===== src/acs_pkg.sv =====
// Purpose: constants and types for the sample clock source selector
// Assumes: one 100 MHz clock, AXI4-Lite register access
// Notes: rates are held in Hz; register map is word aligned
package acs_pkg;
	localparam int CLK_HZ      = 32'h05f5e100; // 100 MHz
	localparam int MAX_RATE_HZ = 32'h00033450; // 210 kHz
	localparam int MIN_GAP_CYC = CLK_HZ / MAX_RATE_HZ;
	localparam int RATE_W      = 18;
	localparam int N_EXT       = 4;
	// register byte offsets
	localparam logic [7:0] CTRL_OFS   = 8'h00;
	localparam logic [7:0] BASE_OFS   = 8'h04;
	localparam logic [7:0] PITCH_OFS  = 8'h08;
	localparam logic [7:0] STEP_OFS   = 8'h0c;
	localparam logic [7:0] STATUS_OFS = 8'h10;
	localparam logic [7:0] RATE_OFS   = 8'h14;
	localparam logic [7:0] MEAS_OFS   = 8'h20;
	// control fields
	localparam int CTRL_PREF_LSB   = 0;
	localparam int CTRL_SS_BIT     = 3;
	localparam int CTRL_SPDIF_BIT  = 4;
	localparam int CTRL_OPT2O_BIT  = 5;
	localparam int CTRL_PRESET_LSB = 6;
	// step command bits
	localparam int STEP_FINE_UP   = 0;
	localparam int STEP_FINE_DN   = 1;
	localparam int STEP_COARSE_UP = 2;
	localparam int STEP_COARSE_DN = 3;
	localparam int STEP_ZERO      = 4;
	// status fields
	localparam int STAT_ACT_LSB  = 0;
	localparam int STAT_MST_BIT  = 3;
	localparam int STAT_LOCK_LSB = 4;
	localparam int STAT_PREF_LSB = 12;
	// reset values
	localparam logic [8:0]        CTRL_RST = 9'h000;
	localparam logic [RATE_W-1:0] BASE_RST = 18'h0bb80; // 48 kHz
	// rate figures
	localparam int FINE_STEP_HZ   = 32'h00000001;
	localparam int COARSE_STEP_HZ = 32'h00000032; // 50 Hz
	localparam int SS_MAX_HZ      = 32'h0000bb80; // 48 kHz
	localparam int DIV2_MAX_HZ    = 32'h00017700; // 96 kHz
	localparam int PITCH_LIM_DIV  = 32'h00000014; // 1/20 = 5 %
	localparam int PULL_SMALL_DIV = 32'h000003e8; // 0.1 %
	localparam int PULL_LARGE_DIV = 32'h00000019; // 4 %
	localparam int SYNC_TOL_HZ    = 32'h00000002;

	typedef enum logic [2:0] {
		SRC_INT, SRC_WORD, SRC_OPT, SRC_SPDIF, SRC_TC
	} acs_src_e;
	typedef enum logic [1:0] {ST_NOLOCK, ST_LOCK, ST_SYNC} acs_lock_e;
	typedef enum logic [2:0] {
		PRE_NONE, PRE_UP_SMALL, PRE_DN_SMALL, PRE_UP_LARGE, PRE_DN_LARGE
	} acs_pre_e;
endpackage


===== src/acs_meas_if.sv =====
// Purpose: carries one input's sample ticks and its measured rate
// Assumes: tick and gate are one-cycle pulses on the block clock
// Notes: rate holds the count of the last complete gate window
`timescale 1ns/1ps
`default_nettype none
interface acs_meas_if;
	logic                           tick;
	logic                           gate;
	logic [acs_pkg::RATE_W-1:0]     rate;
	modport meter (input tick, input gate, output rate);
	modport user  (output tick, output gate, input rate);
endinterface
`default_nettype wire


===== src/acs_top.sv =====
// Purpose: sample clock source selection, pitch and word clock output
// Assumes: input ticks are one-cycle pulses synchronous to MCLK
// Notes: word clock out is a one-cycle pulse per word clock period
//
// The implementer's own choices: register access over AXI4-Lite and the placing of the registers.
`timescale 1ns/1ps
`default_nettype none
module acs_top #(
	parameter int GATE_CYC = acs_pkg::CLK_HZ
) (
	// clock and reset
	input  wire logic        MCLK,
	input  wire logic        RST,
	// axi4-lite write
	input  wire logic [7:0]  AWADDR,
	input  wire logic        AWVALID,
	output var  logic        AWREADY,
	input  wire logic [31:0] WDATA,
	input  wire logic [3:0]  WSTRB,
	input  wire logic        WVALID,
	output var  logic        WREADY,
	output var  logic [1:0]  BRESP,
	output var  logic        BVALID,
	input  wire logic        BREADY,
	// axi4-lite read
	input  wire logic [7:0]  ARADDR,
	input  wire logic        ARVALID,
	output var  logic        ARREADY,
	output var  logic [31:0] RDATA,
	output var  logic [1:0]  RRESP,
	output var  logic        RVALID,
	input  wire logic        RREADY,
	// recovered inputs: word, optical, coax, timecode
	input  wire logic [3:0]  SRC_VALID,
	input  wire logic [3:0]  SRC_TICK,
	input  wire logic        OPT2_VALID,
	input  wire logic        OPT2_TICK,
	// clock outputs and state
	output var  logic        SAMPLE_TICK,
	output var  logic        WCK_OUT,
	output var  logic        OPT2_OUT_SPDIF,
	output var  logic        MASTER,
	output var  logic [2:0]  ACTIVE_SRC
);
	localparam int RW = acs_pkg::RATE_W;

	logic [8:0]           ctrl_reg;
	logic [RW-1:0]        base_reg;
	logic signed [19:0]   fine_reg;
	logic [28:0]          acc_reg;
	logic [31:0]          gate_cnt_reg;
	logic [8:0]           gap_reg;
	logic [1:0]           wdiv_reg;
	logic                 aw_have_reg, w_have_reg;
	logic [7:0]           aw_addr_reg;
	logic [31:0]          w_data_reg;
	acs_pkg::acs_src_e    pref, sel_next, act;
	acs_pkg::acs_pre_e    preset;
	logic [3:0]           ext_valid, ext_tick;
	logic [RW-1:0]        meas [4];
	logic [1:0]           lock_st [4];
	logic [RW-1:0]        lim_u, pre_u, cur_rate, int_rate;
	logic signed [19:0]   lim_s, pre_s, tot_s, fine_next;
	logic [28:0]          acc_sum;
	logic                 dds_tick, chosen_tick, gate, pass_tick;
	logic [2:0]           wdiv_max;
	logic                 found, wr_fire;
	logic [1:0]           idx;
	logic [31:0]          rd_data;
	logic                 rd_ok;

	assign pref   = acs_pkg::acs_src_e'(ctrl_reg[2:0]);
	assign preset = acs_pkg::acs_pre_e'(ctrl_reg[8:6]);
	assign act    = acs_pkg::acs_src_e'(ACTIVE_SRC);

	// spdif source is either coax or the second optical port
	assign ext_valid = {SRC_VALID[3],
		ctrl_reg[acs_pkg::CTRL_SPDIF_BIT] ? OPT2_VALID : SRC_VALID[2],
		SRC_VALID[1:0]};
	assign ext_tick = {SRC_TICK[3],
		ctrl_reg[acs_pkg::CTRL_SPDIF_BIT] ? OPT2_TICK : SRC_TICK[2],
		SRC_TICK[1:0]};

	// measurement gate
	assign gate = (gate_cnt_reg == 32'(GATE_CYC - 1));
	always_ff @(posedge MCLK) begin
		if (RST || gate) begin
			gate_cnt_reg <= '0;
		end else begin
			gate_cnt_reg <= gate_cnt_reg + 32'h1;
		end
	end

	genvar gi;
	generate
		for (gi = 0; gi < acs_pkg::N_EXT; gi++) begin : g_in
			acs_meas_if mi ();
			assign mi.tick = ext_tick[gi];
			assign mi.gate = gate;
			assign meas[gi] = mi.rate;
			acs_meter u_acs_meter (.clk(MCLK), .rst(RST), .m(mi));
			// sync means locked at the rate now in use
			always_comb begin
				if (!ext_valid[gi]) begin
					lock_st[gi] = 2'(acs_pkg::ST_NOLOCK);
				end else if ((meas[gi] >= cur_rate ?
						meas[gi] - cur_rate : cur_rate - meas[gi])
						<= RW'(acs_pkg::SYNC_TOL_HZ)) begin
					lock_st[gi] = 2'(acs_pkg::ST_SYNC);
				end else begin
					lock_st[gi] = 2'(acs_pkg::ST_LOCK);
				end
			end
		end
	endgenerate

	// pitch: fine offset plus preset, clamped to the 5 % window
	always_comb begin
		lim_u = base_reg / RW'(acs_pkg::PITCH_LIM_DIV);
		pre_u = '0;
		pre_s = '0;
		unique case (preset)
			acs_pkg::PRE_UP_SMALL, acs_pkg::PRE_DN_SMALL:
				pre_u = base_reg / RW'(acs_pkg::PULL_SMALL_DIV);
			acs_pkg::PRE_UP_LARGE, acs_pkg::PRE_DN_LARGE:
				pre_u = base_reg / RW'(acs_pkg::PULL_LARGE_DIV);
			default: pre_u = '0;
		endcase
		if (preset == acs_pkg::PRE_DN_SMALL ||
				preset == acs_pkg::PRE_DN_LARGE) begin
			pre_s = -$signed({2'b00, pre_u});
		end else begin
			pre_s = $signed({2'b00, pre_u});
		end
		lim_s = $signed({2'b00, lim_u});
		tot_s = fine_reg + pre_s;
		if (tot_s > lim_s) begin
			tot_s = lim_s;
		end else if (tot_s < -lim_s) begin
			tot_s = -lim_s;
		end
		// offsets only while the internal synthesizer is in use
		if (act == acs_pkg::SRC_INT) begin
			int_rate = RW'($signed({2'b00, base_reg}) + tot_s);
		end else begin
			int_rate = base_reg;
		end
	end

	// digital_frequency_synthesizer: phase accumulator in Hz units
	assign acc_sum  = acc_reg + 29'(int_rate);
	assign dds_tick = (acc_sum >= 29'(acs_pkg::CLK_HZ));
	always_ff @(posedge MCLK) begin
		if (RST) begin
			acc_reg <= '0;
		end else if (dds_tick) begin
			acc_reg <= acc_sum - 29'(acs_pkg::CLK_HZ);
		end else begin
			acc_reg <= acc_sum;
		end
	end

	// preferred input first, then the following ones in turn
	always_comb begin
		sel_next = acs_pkg::SRC_INT;
		found    = 1'b0;
		idx      = '0;
		if (pref inside {acs_pkg::SRC_WORD, acs_pkg::SRC_OPT,
				acs_pkg::SRC_SPDIF, acs_pkg::SRC_TC}) begin
			for (int k = 0; k < acs_pkg::N_EXT; k++) begin
				idx = 2'(ctrl_reg[2:0] - 3'h1 + 3'(k));
				if (!found && ext_valid[idx]) begin
					found    = 1'b1;
					sel_next = acs_pkg::acs_src_e'(3'(idx) + 3'h1);
				end
			end
		end
	end

	// active source and master flag change in the same edge
	always_ff @(posedge MCLK) begin
		if (RST) begin
			ACTIVE_SRC <= 3'(acs_pkg::SRC_INT);
			MASTER     <= 1'b1;
		end else begin
			ACTIVE_SRC <= 3'(sel_next);
			MASTER     <= (sel_next == acs_pkg::SRC_INT);
		end
	end

	assign cur_rate = (act == acs_pkg::SRC_INT) ? int_rate :
		meas[2'(ACTIVE_SRC - 3'h1)];
	assign chosen_tick = (act == acs_pkg::SRC_INT) ? dds_tick :
		ext_tick[2'(ACTIVE_SRC - 3'h1)];
	// a switch may put two ticks close together; hold off the second
	assign pass_tick = chosen_tick &&
		(gap_reg >= 9'(acs_pkg::MIN_GAP_CYC - 1));

	always_ff @(posedge MCLK) begin
		if (RST) begin
			gap_reg <= '0;
		end else if (pass_tick) begin
			gap_reg <= '0;
		end else if (gap_reg != '1) begin
			gap_reg <= gap_reg + 9'h1;
		end
	end

	always_ff @(posedge MCLK) begin
		if (RST) begin
			SAMPLE_TICK <= 1'b0;
		end else begin
			SAMPLE_TICK <= pass_tick;
		end
	end

	// word clock divider for single speed
	always_comb begin
		if (!ctrl_reg[acs_pkg::CTRL_SS_BIT] ||
				cur_rate <= RW'(acs_pkg::SS_MAX_HZ)) begin
			wdiv_max = 3'h0;
		end else if (cur_rate <= RW'(acs_pkg::DIV2_MAX_HZ)) begin
			wdiv_max = 3'h1;
		end else begin
			wdiv_max = 3'h3;
		end
	end

	always_ff @(posedge MCLK) begin
		if (RST) begin
			wdiv_reg <= '0;
			WCK_OUT  <= 1'b0;
		end else begin
			WCK_OUT <= pass_tick && ({1'b0, wdiv_reg} >= wdiv_max);
			if (pass_tick) begin
				wdiv_reg <= ({1'b0, wdiv_reg} >= wdiv_max) ? 2'h0 :
					wdiv_reg + 2'h1;
			end
		end
	end

	// axi4-lite write channel
	assign wr_fire = aw_have_reg && w_have_reg && !BVALID;
	always_ff @(posedge MCLK) begin
		if (RST) begin
			aw_have_reg <= 1'b0;
			w_have_reg  <= 1'b0;
			aw_addr_reg <= '0;
			w_data_reg  <= '0;
			AWREADY     <= 1'b0;
			WREADY      <= 1'b0;
			BVALID      <= 1'b0;
			BRESP       <= 2'h0;
		end else begin
			AWREADY <= !aw_have_reg && !(AWVALID && AWREADY);
			WREADY  <= !w_have_reg && !(WVALID && WREADY);
			if (AWVALID && AWREADY) begin
				aw_have_reg <= 1'b1;
				aw_addr_reg <= AWADDR;
			end
			if (WVALID && WREADY) begin
				w_have_reg <= 1'b1;
				w_data_reg <= WDATA;
			end
			if (wr_fire) begin
				aw_have_reg <= 1'b0;
				w_have_reg  <= 1'b0;
				BVALID      <= 1'b1;
				BRESP       <= (aw_addr_reg inside {acs_pkg::CTRL_OFS,
					acs_pkg::BASE_OFS, acs_pkg::PITCH_OFS,
					acs_pkg::STEP_OFS}) ? 2'h0 : 2'h2;
			end else if (BREADY) begin
				BVALID <= 1'b0;
			end
		end
	end

	// register writes act on the next edge, no commit needed
	always_ff @(posedge MCLK) begin
		if (RST) begin
			ctrl_reg       <= acs_pkg::CTRL_RST;
			base_reg       <= acs_pkg::BASE_RST;
			OPT2_OUT_SPDIF <= 1'b0;
		end else begin
			OPT2_OUT_SPDIF <= ctrl_reg[acs_pkg::CTRL_OPT2O_BIT];
			if (wr_fire && aw_addr_reg == acs_pkg::CTRL_OFS) begin
				ctrl_reg <= w_data_reg[8:0];
			end
			if (wr_fire && aw_addr_reg == acs_pkg::BASE_OFS) begin
				base_reg <= w_data_reg[RW-1:0];
			end
		end
	end

	always_comb begin
		fine_next = fine_reg;
		if (w_data_reg[acs_pkg::STEP_FINE_UP]) begin
			fine_next = fine_reg + 20'(acs_pkg::FINE_STEP_HZ);
		end else if (w_data_reg[acs_pkg::STEP_FINE_DN]) begin
			fine_next = fine_reg - 20'(acs_pkg::FINE_STEP_HZ);
		end else if (w_data_reg[acs_pkg::STEP_COARSE_UP]) begin
			fine_next = fine_reg + 20'(acs_pkg::COARSE_STEP_HZ);
		end else if (w_data_reg[acs_pkg::STEP_COARSE_DN]) begin
			fine_next = fine_reg - 20'(acs_pkg::COARSE_STEP_HZ);
		end else if (w_data_reg[acs_pkg::STEP_ZERO]) begin
			fine_next = '0;
		end
	end

	always_ff @(posedge MCLK) begin
		if (RST) begin
			fine_reg <= '0;
		end else if (wr_fire && aw_addr_reg == acs_pkg::PITCH_OFS) begin
			fine_reg <= $signed(w_data_reg[19:0]);
		end else if (wr_fire && aw_addr_reg == acs_pkg::STEP_OFS) begin
			fine_reg <= fine_next;
		end
	end

	// axi4-lite read channel
	always_comb begin
		rd_data = '0;
		rd_ok   = 1'b1;
		unique case (ARADDR)
			acs_pkg::CTRL_OFS:  rd_data = 32'(ctrl_reg);
			acs_pkg::BASE_OFS:  rd_data = 32'(base_reg);
			acs_pkg::PITCH_OFS: rd_data = 32'(fine_reg);
			acs_pkg::STATUS_OFS: begin
				rd_data[2:0] = ACTIVE_SRC;
				rd_data[acs_pkg::STAT_MST_BIT] = MASTER;
				rd_data[11:4] = {lock_st[3], lock_st[2],
					lock_st[1], lock_st[0]};
				rd_data[14:12] = ctrl_reg[2:0];
			end
			acs_pkg::RATE_OFS:        rd_data = 32'(cur_rate);
			acs_pkg::MEAS_OFS:        rd_data = 32'(meas[0]);
			acs_pkg::MEAS_OFS + 8'h4: rd_data = 32'(meas[1]);
			acs_pkg::MEAS_OFS + 8'h8: rd_data = 32'(meas[2]);
			acs_pkg::MEAS_OFS + 8'hc: rd_data = 32'(meas[3]);
			default: rd_ok = 1'b0;
		endcase
	end

	always_ff @(posedge MCLK) begin
		if (RST) begin
			ARREADY <= 1'b0;
			RVALID  <= 1'b0;
			RDATA   <= '0;
			RRESP   <= 2'h0;
		end else begin
			ARREADY <= !RVALID && !(ARVALID && ARREADY);
			if (ARVALID && ARREADY) begin
				RVALID <= 1'b1;
				RDATA  <= rd_data;
				RRESP  <= rd_ok ? 2'h0 : 2'h2;
			end else if (RREADY) begin
				RVALID <= 1'b0;
			end
		end
	end
endmodule
`default_nettype wire


===== src/acs_meter.sv =====
// Purpose: counts sample ticks of one input over a gate window
// Assumes: gate is a one-cycle pulse once per second
// Notes: result is the rate in Hz, held until the next gate
`timescale 1ns/1ps
`default_nettype none
module acs_meter (
	// clock and reset
	input  wire logic  clk,
	input  wire logic  rst,
	// tick in, rate out
	acs_meas_if.meter  m
);
	localparam int RW = acs_pkg::RATE_W;

	logic [acs_pkg::RATE_W-1:0] cnt_reg;
	logic [acs_pkg::RATE_W-1:0] rate_reg;

	assign m.rate = rate_reg;

	always_ff @(posedge clk) begin
		if (rst) begin
			cnt_reg <= '0;
		end else if (m.gate) begin
			// a tick on the gate cycle opens the next window, none lost
			cnt_reg <= RW'(m.tick);
		end else if (m.tick && cnt_reg != '1) begin
			cnt_reg <= cnt_reg + RW'(1);
		end
	end

	always_ff @(posedge clk) begin
		if (rst) begin
			rate_reg <= '0;
		end else if (m.gate) begin
			rate_reg <= cnt_reg;
		end
	end
endmodule
`default_nettype wire


===== config.mk =====
export PLATFORM = sky130hd
export DESIGN_NAME = acs_top
export DESIGN_NICKNAME = d
export VERILOG_FILES = /design/src/acs_pkg.sv /design/src/acs_meas_if.sv /design/src/acs_top.sv /design/src/acs_meter.sv
export SDC_FILE = /design/constraint.sdc
export NUM_CORES = 2
export LEC_CHECK = 0
export BUFFER_PORTS_ARGS = -buffer_cell sky130_fd_sc_hd__buf_2
export CAP_MARGIN = 20
export CORE_ASPECT_RATIO = 1.1
export CORE_MARGIN = 2
export CORE_UTILIZATION = 50
export DETAILED_ROUTE_END_ITERATION = 6
export PLACE_DENSITY = 0.66
export SYNTH_ARGS = -nofsm -noshare
export SYNTH_HDL_FRONTEND = slang
export SYNTH_SLANG_ARGS = --single-unit

===== constraint.sdc =====
create_clock -name MCLK -period 52 [get_ports MCLK]
set_clock_uncertainty 0.15 [all_clocks]
set_input_delay 2.6 -clock MCLK [delete_from_list [all_inputs] [get_ports MCLK]]
set_output_delay 2.6 -clock MCLK [all_outputs]
set_load 0.1 [all_outputs]

# After elaboration in Yosys (flattened, before gate mapping)
# Index checks and enable logic that the tools add are counted.
# W data, S select, Z words.
# totals
regBits,341
inputBits,69
output_inout_bits,48
wordCells,249
# op_classes
add_sub_neg,34
div,3
n_lt_le_gt_ge,21
n_eq_ne,25
n_mux,73
n_bitwise,1
n_reduce_logical,56
# op_table
op,count
$mux W18,10
$mux W20,8
$sub A18 B18 Y18,8
$pmux W15 S9,1
$pmux W17 S7,1
$add A18 B1 Y18 const B,4
$ge A18 B18 Y1,4
$le A18 B2 Y1 const B,4
$ne A18 B18 Y1 const B,4
$neg A18 Y20,2
$bmux W18 S2,1
$div A18 B5 Y18 const B,2
$pmux W18 S2,1
$add A32 B1 Y32 const B,1
$eq A32 B27 Y1 const B,1
$eq A8 B6 Y1 const B,4
$add A29 B18 Y29,1
$ge A29 B27 Y1 const B,1
$mux W29,1
$sub A29 B27 Y29 const B,1
$mux W1,27
$mux W2,13
$eq A8 B4 Y1 const B,3
$logic_and A1 B1 Y1,21
other kinds (39),89

# Depth between registers and ports, before layout
# depth
ltp_word,18
ltp_mapped,226
depth_no_buf,210

# By module
# From an unflattened synthesis, not the netlist that was laid out.
# unflattened
cells_unflattened,4891
hier_area_um2,36567.6
# by_module_without_submodules
mod,n_inst,cells_each,area_per_inst_um2,seq_area_each_um2
acs_top,1,4203,30196.5,3663.5
acs_meter,4,172,1592.8,720.7

# Worst setup path after synthesis
# No wires, ideal clock.
# synth_path
path_kind,reg-to-reg
from,register ctrl_reg[8]
to,register RDATA[10]
setup_time_ns,0.128
arrival_ns,41.307
t_required_ns,51.722
setup_slack_ns,10.416
stages_incl_launch_ff,208
path_buffers,19
period_less_slack_ns,41.584
cell_sequence,dfxtp_1 buf_4 or3b_1 nand2_1 buf_2 buf_1 ha_1 nand4b_1 o21ai_1 o21ai_0 o21ai_0 ha_1 nand3_1 nor4_1 o2bb2ai_1 nor2_1 nor2_1 a21oi_1 (+172 left out) nor2_1 nand2_1 nor3_1 a211oi_1 o21ai_0 a21o_1 a21oi_1 clkbuf_1 mux2i_1 o22ai_1 a21oi_1 nand3_1 nor4_1 nand3_1 a2111oi_0 o221ai_1 a22oi_1 nor2_1
# synth_between
elab_chain_cells,18
word_cells_on_any_way,26
cone_classes,add/sub (5); order compare (4); eq/ne (4); mux (10); reduce/logical (3)
# synth_rtl
element,line,text
start: declaration,acs_top.sv:47,logic [8:0] ctrl_reg;
start signal: assignment,acs_top.sv:281,ctrl_reg <= acs_pkg::CTRL_RST;
start signal: assignment,acs_top.sv:287,ctrl_reg <= w_data_reg[8:0];
"$eq A3 B3 Y1, or another cell as far along","acs_top.sv:122, acs_top.sv:130",
$reduce_or A2 Y1,acs_top.sv:122,unique case (preset)
$pmux W18 S2,acs_top.sv:122,
$neg A18 Y20,acs_top.sv:131,"pre_s = -$signed({2'b00, pre_u});"
$mux W20 *,acs_top.sv:129,if (preset == acs_pkg::PRE_DN_SMALL ||
$add A20 B20 Y20 *,acs_top.sv:136,tot_s = fine_reg + pre_s;
$lt A20 B20 Y1,acs_top.sv:139,end else if (tot_s < -lim_s) begin
$mux W18,acs_top.sv:139,
(+2 left out),-,
$mux W18 *,acs_top.sv:143,if (act == acs_pkg::SRC_INT) begin
$mux W18 *,acs_top.sv:191,assign cur_rate = (act == acs_pkg::SRC_INT) ? int_rate :
$sub A18 B18 Y18 / $ge A18 B18 Y1 (equally long branches),"acs_top.sv:107, acs_top.sv:106",
$mux W18,acs_top.sv:106,end else if ((meas[gi] >= cur_rate ?
$le A18 B2 Y1,acs_top.sv:108,<= RW'(acs_pkg::SYNC_TOL_HZ)) begin
$mux W2,acs_top.sv:106,
$mux W2,acs_top.sv:104,if (!ext_valid[gi]) begin
$pmux W15 S9 *,acs_top.sv:324,unique case (ARADDR)
end signal: assignment,acs_top.sv:354,RDATA <= rd_data;
end: declaration,acs_top.sv:29,"output var logic [31:0] RDATA,"
# Every way passes the cells marked *; elsewhere a longest branch is shown, timed or not.
# A chain may end at the register's enable or synchronous reset.

# Final worst setup path
# layout_path
from,register ctrl_reg[8]
to,register RDATA[9]
# The elaborated chain is that of the path after synthesis.

==> tab_implementation.tex <==
\begin{tabular}{lr}
\hline
Metric & Value \\
\hline
\multicolumn{2}{l}{\textbf{Outcome}} \\
Status & complete, but fails checks \\
Failing checks & DRC \\
\multicolumn{2}{l}{\textbf{Floorplanning}} \\
Count of boundary I/O pins & 117 \\
Die Wd & around 260 µm \\
FP Rows & about 100 \\
Effective utilization at floorplan & 0.5046 \\
Area enclosed by the die boundary & roughly 0.073 mm² \\
Floorplan die height & $\sim$280 µm \\
Standard cell core area & 0.07032 mm² \\
\multicolumn{2}{l}{\textbf{Timing}} \\
Worst rel slew slack & 0.2351 \\
Final period utilization & 0.9080 \\
Fmax & roughly 0.021 GHz \\
Min Hold Slack & 306.0 ps \\
Final Hold Vio Count & 0 \\
Setup repair after global routing missed its margin & false \\
Actual slew at the worst max-slew pin & between 1000 and 1500 ps \\
Fin. max-slew vios & 0 \\
Worst setup margin & 4783 ps \\
Setup Total Neg Slack & 0 ps \\
Total of endpoints with negative setup slack in the final report & 0 \\
Time the final worst path needs with I/O delays and setup & about 47000 ps \\
\multicolumn{2}{l}{\textbf{Worst setup path}} \\
Largest stage delay, worst path & roughly 760 ps \\
Category of the critical setup timing path & flop to flop \\
Critical path origin & ctrl\_reg[8] \\
Critical path fanouts, max & 34 \\
Number of logic stages on the critical path including buffering & 201 \\
Sort of element at the start of the critical path & flop \\
Worst r2r path cells & 201 \\
Req. time, crit path & 52360 ps \\
Cell type group with the largest total delay on the critical path & simple AND/OR/NAND/NOR gates \\
Worst path buffer plus inverter count & 9 \\
Endpoint of the most critical setup path & RDATA[9] \\
Start of the worst register-to-register path & ctrl\_reg[8] \\
Most common cell on crit path & sky130\_fd\_sc\_hd\_\_a21o\_1 \\
Data arrival time of the worst path & 47570 ps \\
Worst reg-to-reg setup slack & 4780 ps \\
Kind of capture point of the worst setup path & flop \\
FF-to-FF End & RDATA[9] \\
Cell with the biggest individual delay on the critical path & sky130\_fd\_sc\_hd\_\_a21o\_1 \\
\multicolumn{2}{l}{\textbf{Yosys}} \\
Post-Synth XOR/XNOR Area & 0.09943 \\
Post-synthesis sequential area ratio & 0.1845 \\
Number of register bits inferred by synthesis & between 300 and 400 \\
Post-synthesis simple-gate area fraction & 0.2269 \\
Top flip-flop cell by instance count after synthesis & sky130\_fd\_sc\_hd\_\_dfxtp\_1 \\
Post-synthesis cell area & 0.03549 mm² \\
Adder-Cell Fraction of Synth Area & 0.1237 \\
Combinational family with the most area after synthesis & compound AO/OA/AOI/OAI gates \\
Complex-gate fraction of the synthesized area & 0.2631 \\
Post-synthesis async set-or-reset flop share & 0 \\
Gate count after technology mapping & 4841 \\
Multiplexer share of the synthesized area & 0.04714 \\
Post-synth EDFFs & 0 \\
Warnings, synthesis & 0 \\
Syn Area/Cell & approximately 7.3 µm² \\
Library cells used by synthesis & 125 \\
\multicolumn{2}{l}{\textbf{Power}} \\
Part of the total power dissipated in the clock network & 0.365 \\
Total net switching power & 0.0002349 W \\
Static power due to leakage & 15.80 nW \\
Internal power & 0.0004784 W \\
Seq pwr share & 0.372 \\
Switching share of power & 0.3293 \\
Power density cells & 18.81 mW/mm² \\
Portion of total power attributed to combinational logic & 0.263 \\
Max VDD drop & $\sim$0.000029 V \\
\multicolumn{2}{l}{\textbf{Place}} \\
Instance area at placement & $\sim$0.037 mm² \\
Worst setup timing slack at the placement stage & between 5000 and 6000 ps \\
Half-perimeter wire length after placement & 93660 µm \\
Number of port buffers & 98 \\
Routability congestion estimate & 1.035 \\
\multicolumn{2}{l}{\textbf{GRT}} \\
Largest net degree at the start of global routing & 100 \\
Wire length of the first global-routing pass & about 190000 µm \\
Via count of the first global-routing pass & about 33000 \\
Overall overflow remaining after global route & 0 \\
Antenna violations before repair & 5 \\
Global-route total usage across every layer & 0.3255 \\
\multicolumn{2}{l}{\textbf{Clocking}} \\
Post-CTS Hold Fix Bufs & 0 \\
Level count of the clock H-tree & 2 \\
\# resized after CTS & 0 \\
Clock tree from TritonCTS & built \\
Clk Tree Root Cell & sky130\_fd\_sc\_hd\_\_clkbuf\_16 \\
Post-CTS Setup Bufs & 0 \\
Clock insertion delay at the later pin of the skew report & 580 ps \\
Maximum root-to-sink buffer count & 3 \\
Cts bufs inserted & 35 \\
Clock Sink Count & 327 \\
Reg clk slew, reported paths & $\sim$60 ps \\
\multicolumn{2}{l}{\textbf{Hold path}} \\
Type of the worst min-delay path & flop to flop \\
\multicolumn{2}{l}{\textbf{Route}} \\
\# DRC & 57 \\
Final routed wirelength across all metal layers & roughly 120000 µm \\
Drt via density & 6.193 \\
DR iter-0 viols & $\sim$3300 \\
Vias after detailed routing & around 36000 \\
1st-pass router iterations & 7 \\
Post-DRT Antenna Nets & 0 \\
Post-DR wirelength/cell & 21.42 µm \\
\multicolumn{2}{l}{\textbf{Flow run}} \\
Number of maximum-capacitance violations & 0 \\
\multicolumn{2}{l}{\textbf{Final layout}} \\
Commonest non-fill, non-tap cell in the layout & sky130\_fd\_sc\_hd\_\_nand2\_1 \\
Layout net count & 5196 \\
Syn-to-layout area delta & 6.861\% \\
Utilization after layout & 0.5393 \\
Commonest cells after routing, fill and taps aside & 578 x sky130\_fd\_sc\_hd\_\_nand2\_1, 498 x sky130\_fd\_sc\_hd\_\_a21oi\_1, 479 x sky130\_fd\_sc\_hd\_\_nor2\_1 \\
Fill cells & $\sim$7000 \\
Final design instance area without fill & 0.03792 mm² \\
Ratio of cells with drive above 1 in the final layout & 0.07705 \\
\hline
\end{tabular}
-- worst min path at each step --
stage / slack (ps) / cells after the start / end / startpoint
after CTS: 310 / 2 / aw_addr_reg[6] / aw_addr_reg[6]
after global routing: 330 / 1 / ARREADY / RVALID
after floorplan: 280 / 1 / WREADY / w_have_reg
after detailed placement: 300 / 2 / aw_addr_reg[6] / aw_addr_reg[6]
final: 310 / 2 / aw_addr_reg[6] / aw_addr_reg[6]
after global placement: 290 / 1 / ARREADY / RVALID
-- synthesized netlist by cell type (37+ instances only) --
master | number | area, µm²
sky130_fd_sc_hd__o21bai_1 | 59 | 442.9
sky130_fd_sc_hd__dfxtp_1 | 327 | 6546
sky130_fd_sc_hd__nand4_1 | 60 | 375.4
sky130_fd_sc_hd__nor2_1 | 479 | 1798
sky130_fd_sc_hd__mux2i_1 | 90 | 900.9
sky130_fd_sc_hd__and3_1 | 55 | 344.1
sky130_fd_sc_hd__nand3_1 | 133 | 665.6
sky130_fd_sc_hd__nor3_1 | 85 | 425.4
sky130_fd_sc_hd__a21o_1 | 162 | 1216
sky130_fd_sc_hd__a21oi_1 | 499 | 2497
sky130_fd_sc_hd__nand2_1 | 579 | 2173
sky130_fd_sc_hd__ha_1 | 326 | 4079
sky130_fd_sc_hd__inv_1 | 231 | 867.1
sky130_fd_sc_hd__nor2b_1 | 73 | 456.7
sky130_fd_sc_hd__o21ai_0 | 202 | 1011
sky130_fd_sc_hd__and2_1 | 37 | 231.5
sky130_fd_sc_hd__nand2b_1 | 62 | 387.9
sky130_fd_sc_hd__clkbuf_1 | 217 | 814.5
sky130_fd_sc_hd__xnor2_1 | 206 | 1804
sky130_fd_sc_hd__a31oi_1 | 43 | 269.0
sky130_fd_sc_hd__xor2_1 | 195 | 1708
-- per-stage QoR --
| stage | std cells | total power [W] |
|---|---|---|
| 2_1_floorplan | 4842 | 0.0004156 |
| 3_3_place_gp | 5683 | 0.0004528 |
| 3_5_place_dp | 5684 | 0.0004541 |
| 4_1_cts | 5746 | 0.0007153 |
| 5_1_grt | 5752 | 0.0007480 |
| 6_report | 5754 | 0.0007133 |
-- cell families after synthesis --
family,Yosys count
buffers and inverters,499
AO/OA/AOI/OAI,1408
AND/OR/NAND/NOR,1719
other,1
XOR/XNOR,402
adder cells (fa/ha/maj),346
multiplexers,139
flip-flops,327
-- worst min-delay path, cell delays in order (launching register included) --
cell and delay [ps]:
sky130_fd_sc_hd__dfxtp_1 310, sky130_fd_sc_hd__nand2_1 50, sky130_fd_sc_hd__a21oi_1 50
-- power groups by stage --
stage               Combinational [W]  Sequential [W]  Clock [W]
floorplan                    0.000144        0.000271          0
global placement             0.000183        0.000270          0
detailed placement           0.000184        0.000270          0
CTS                          0.000185        0.000265   0.000265
global route                 0.000208        0.000266   0.000275
finish                       0.000188        0.000265   0.000261
-- routing by layer --
layer	vias up	track usage	part of all wire
met4	2	0.2079	0.075
met5	-	0	0.000089
li1	17240	-	-
met2	1290	0.5421	0.46
met1	16700	0.3904	0.40
met3	402	0.04912	0.070
-- area by class of cell --
cell class	instances	area (µm²)	share of cell area
tap	936	1171	0.03088
sequential	327	6546	0.1726
clock inverter	17	203.9	0.005378
multi-input combinational	4016	27040	0.7131
clock buffer	45	963.4	0.02541
timing repair buffer	176	1109	0.02923
antenna	3	7.507	0.0001980
inverter	234	878.3	0.02316
Note: power is estimated with default switching activity, not from simulation.
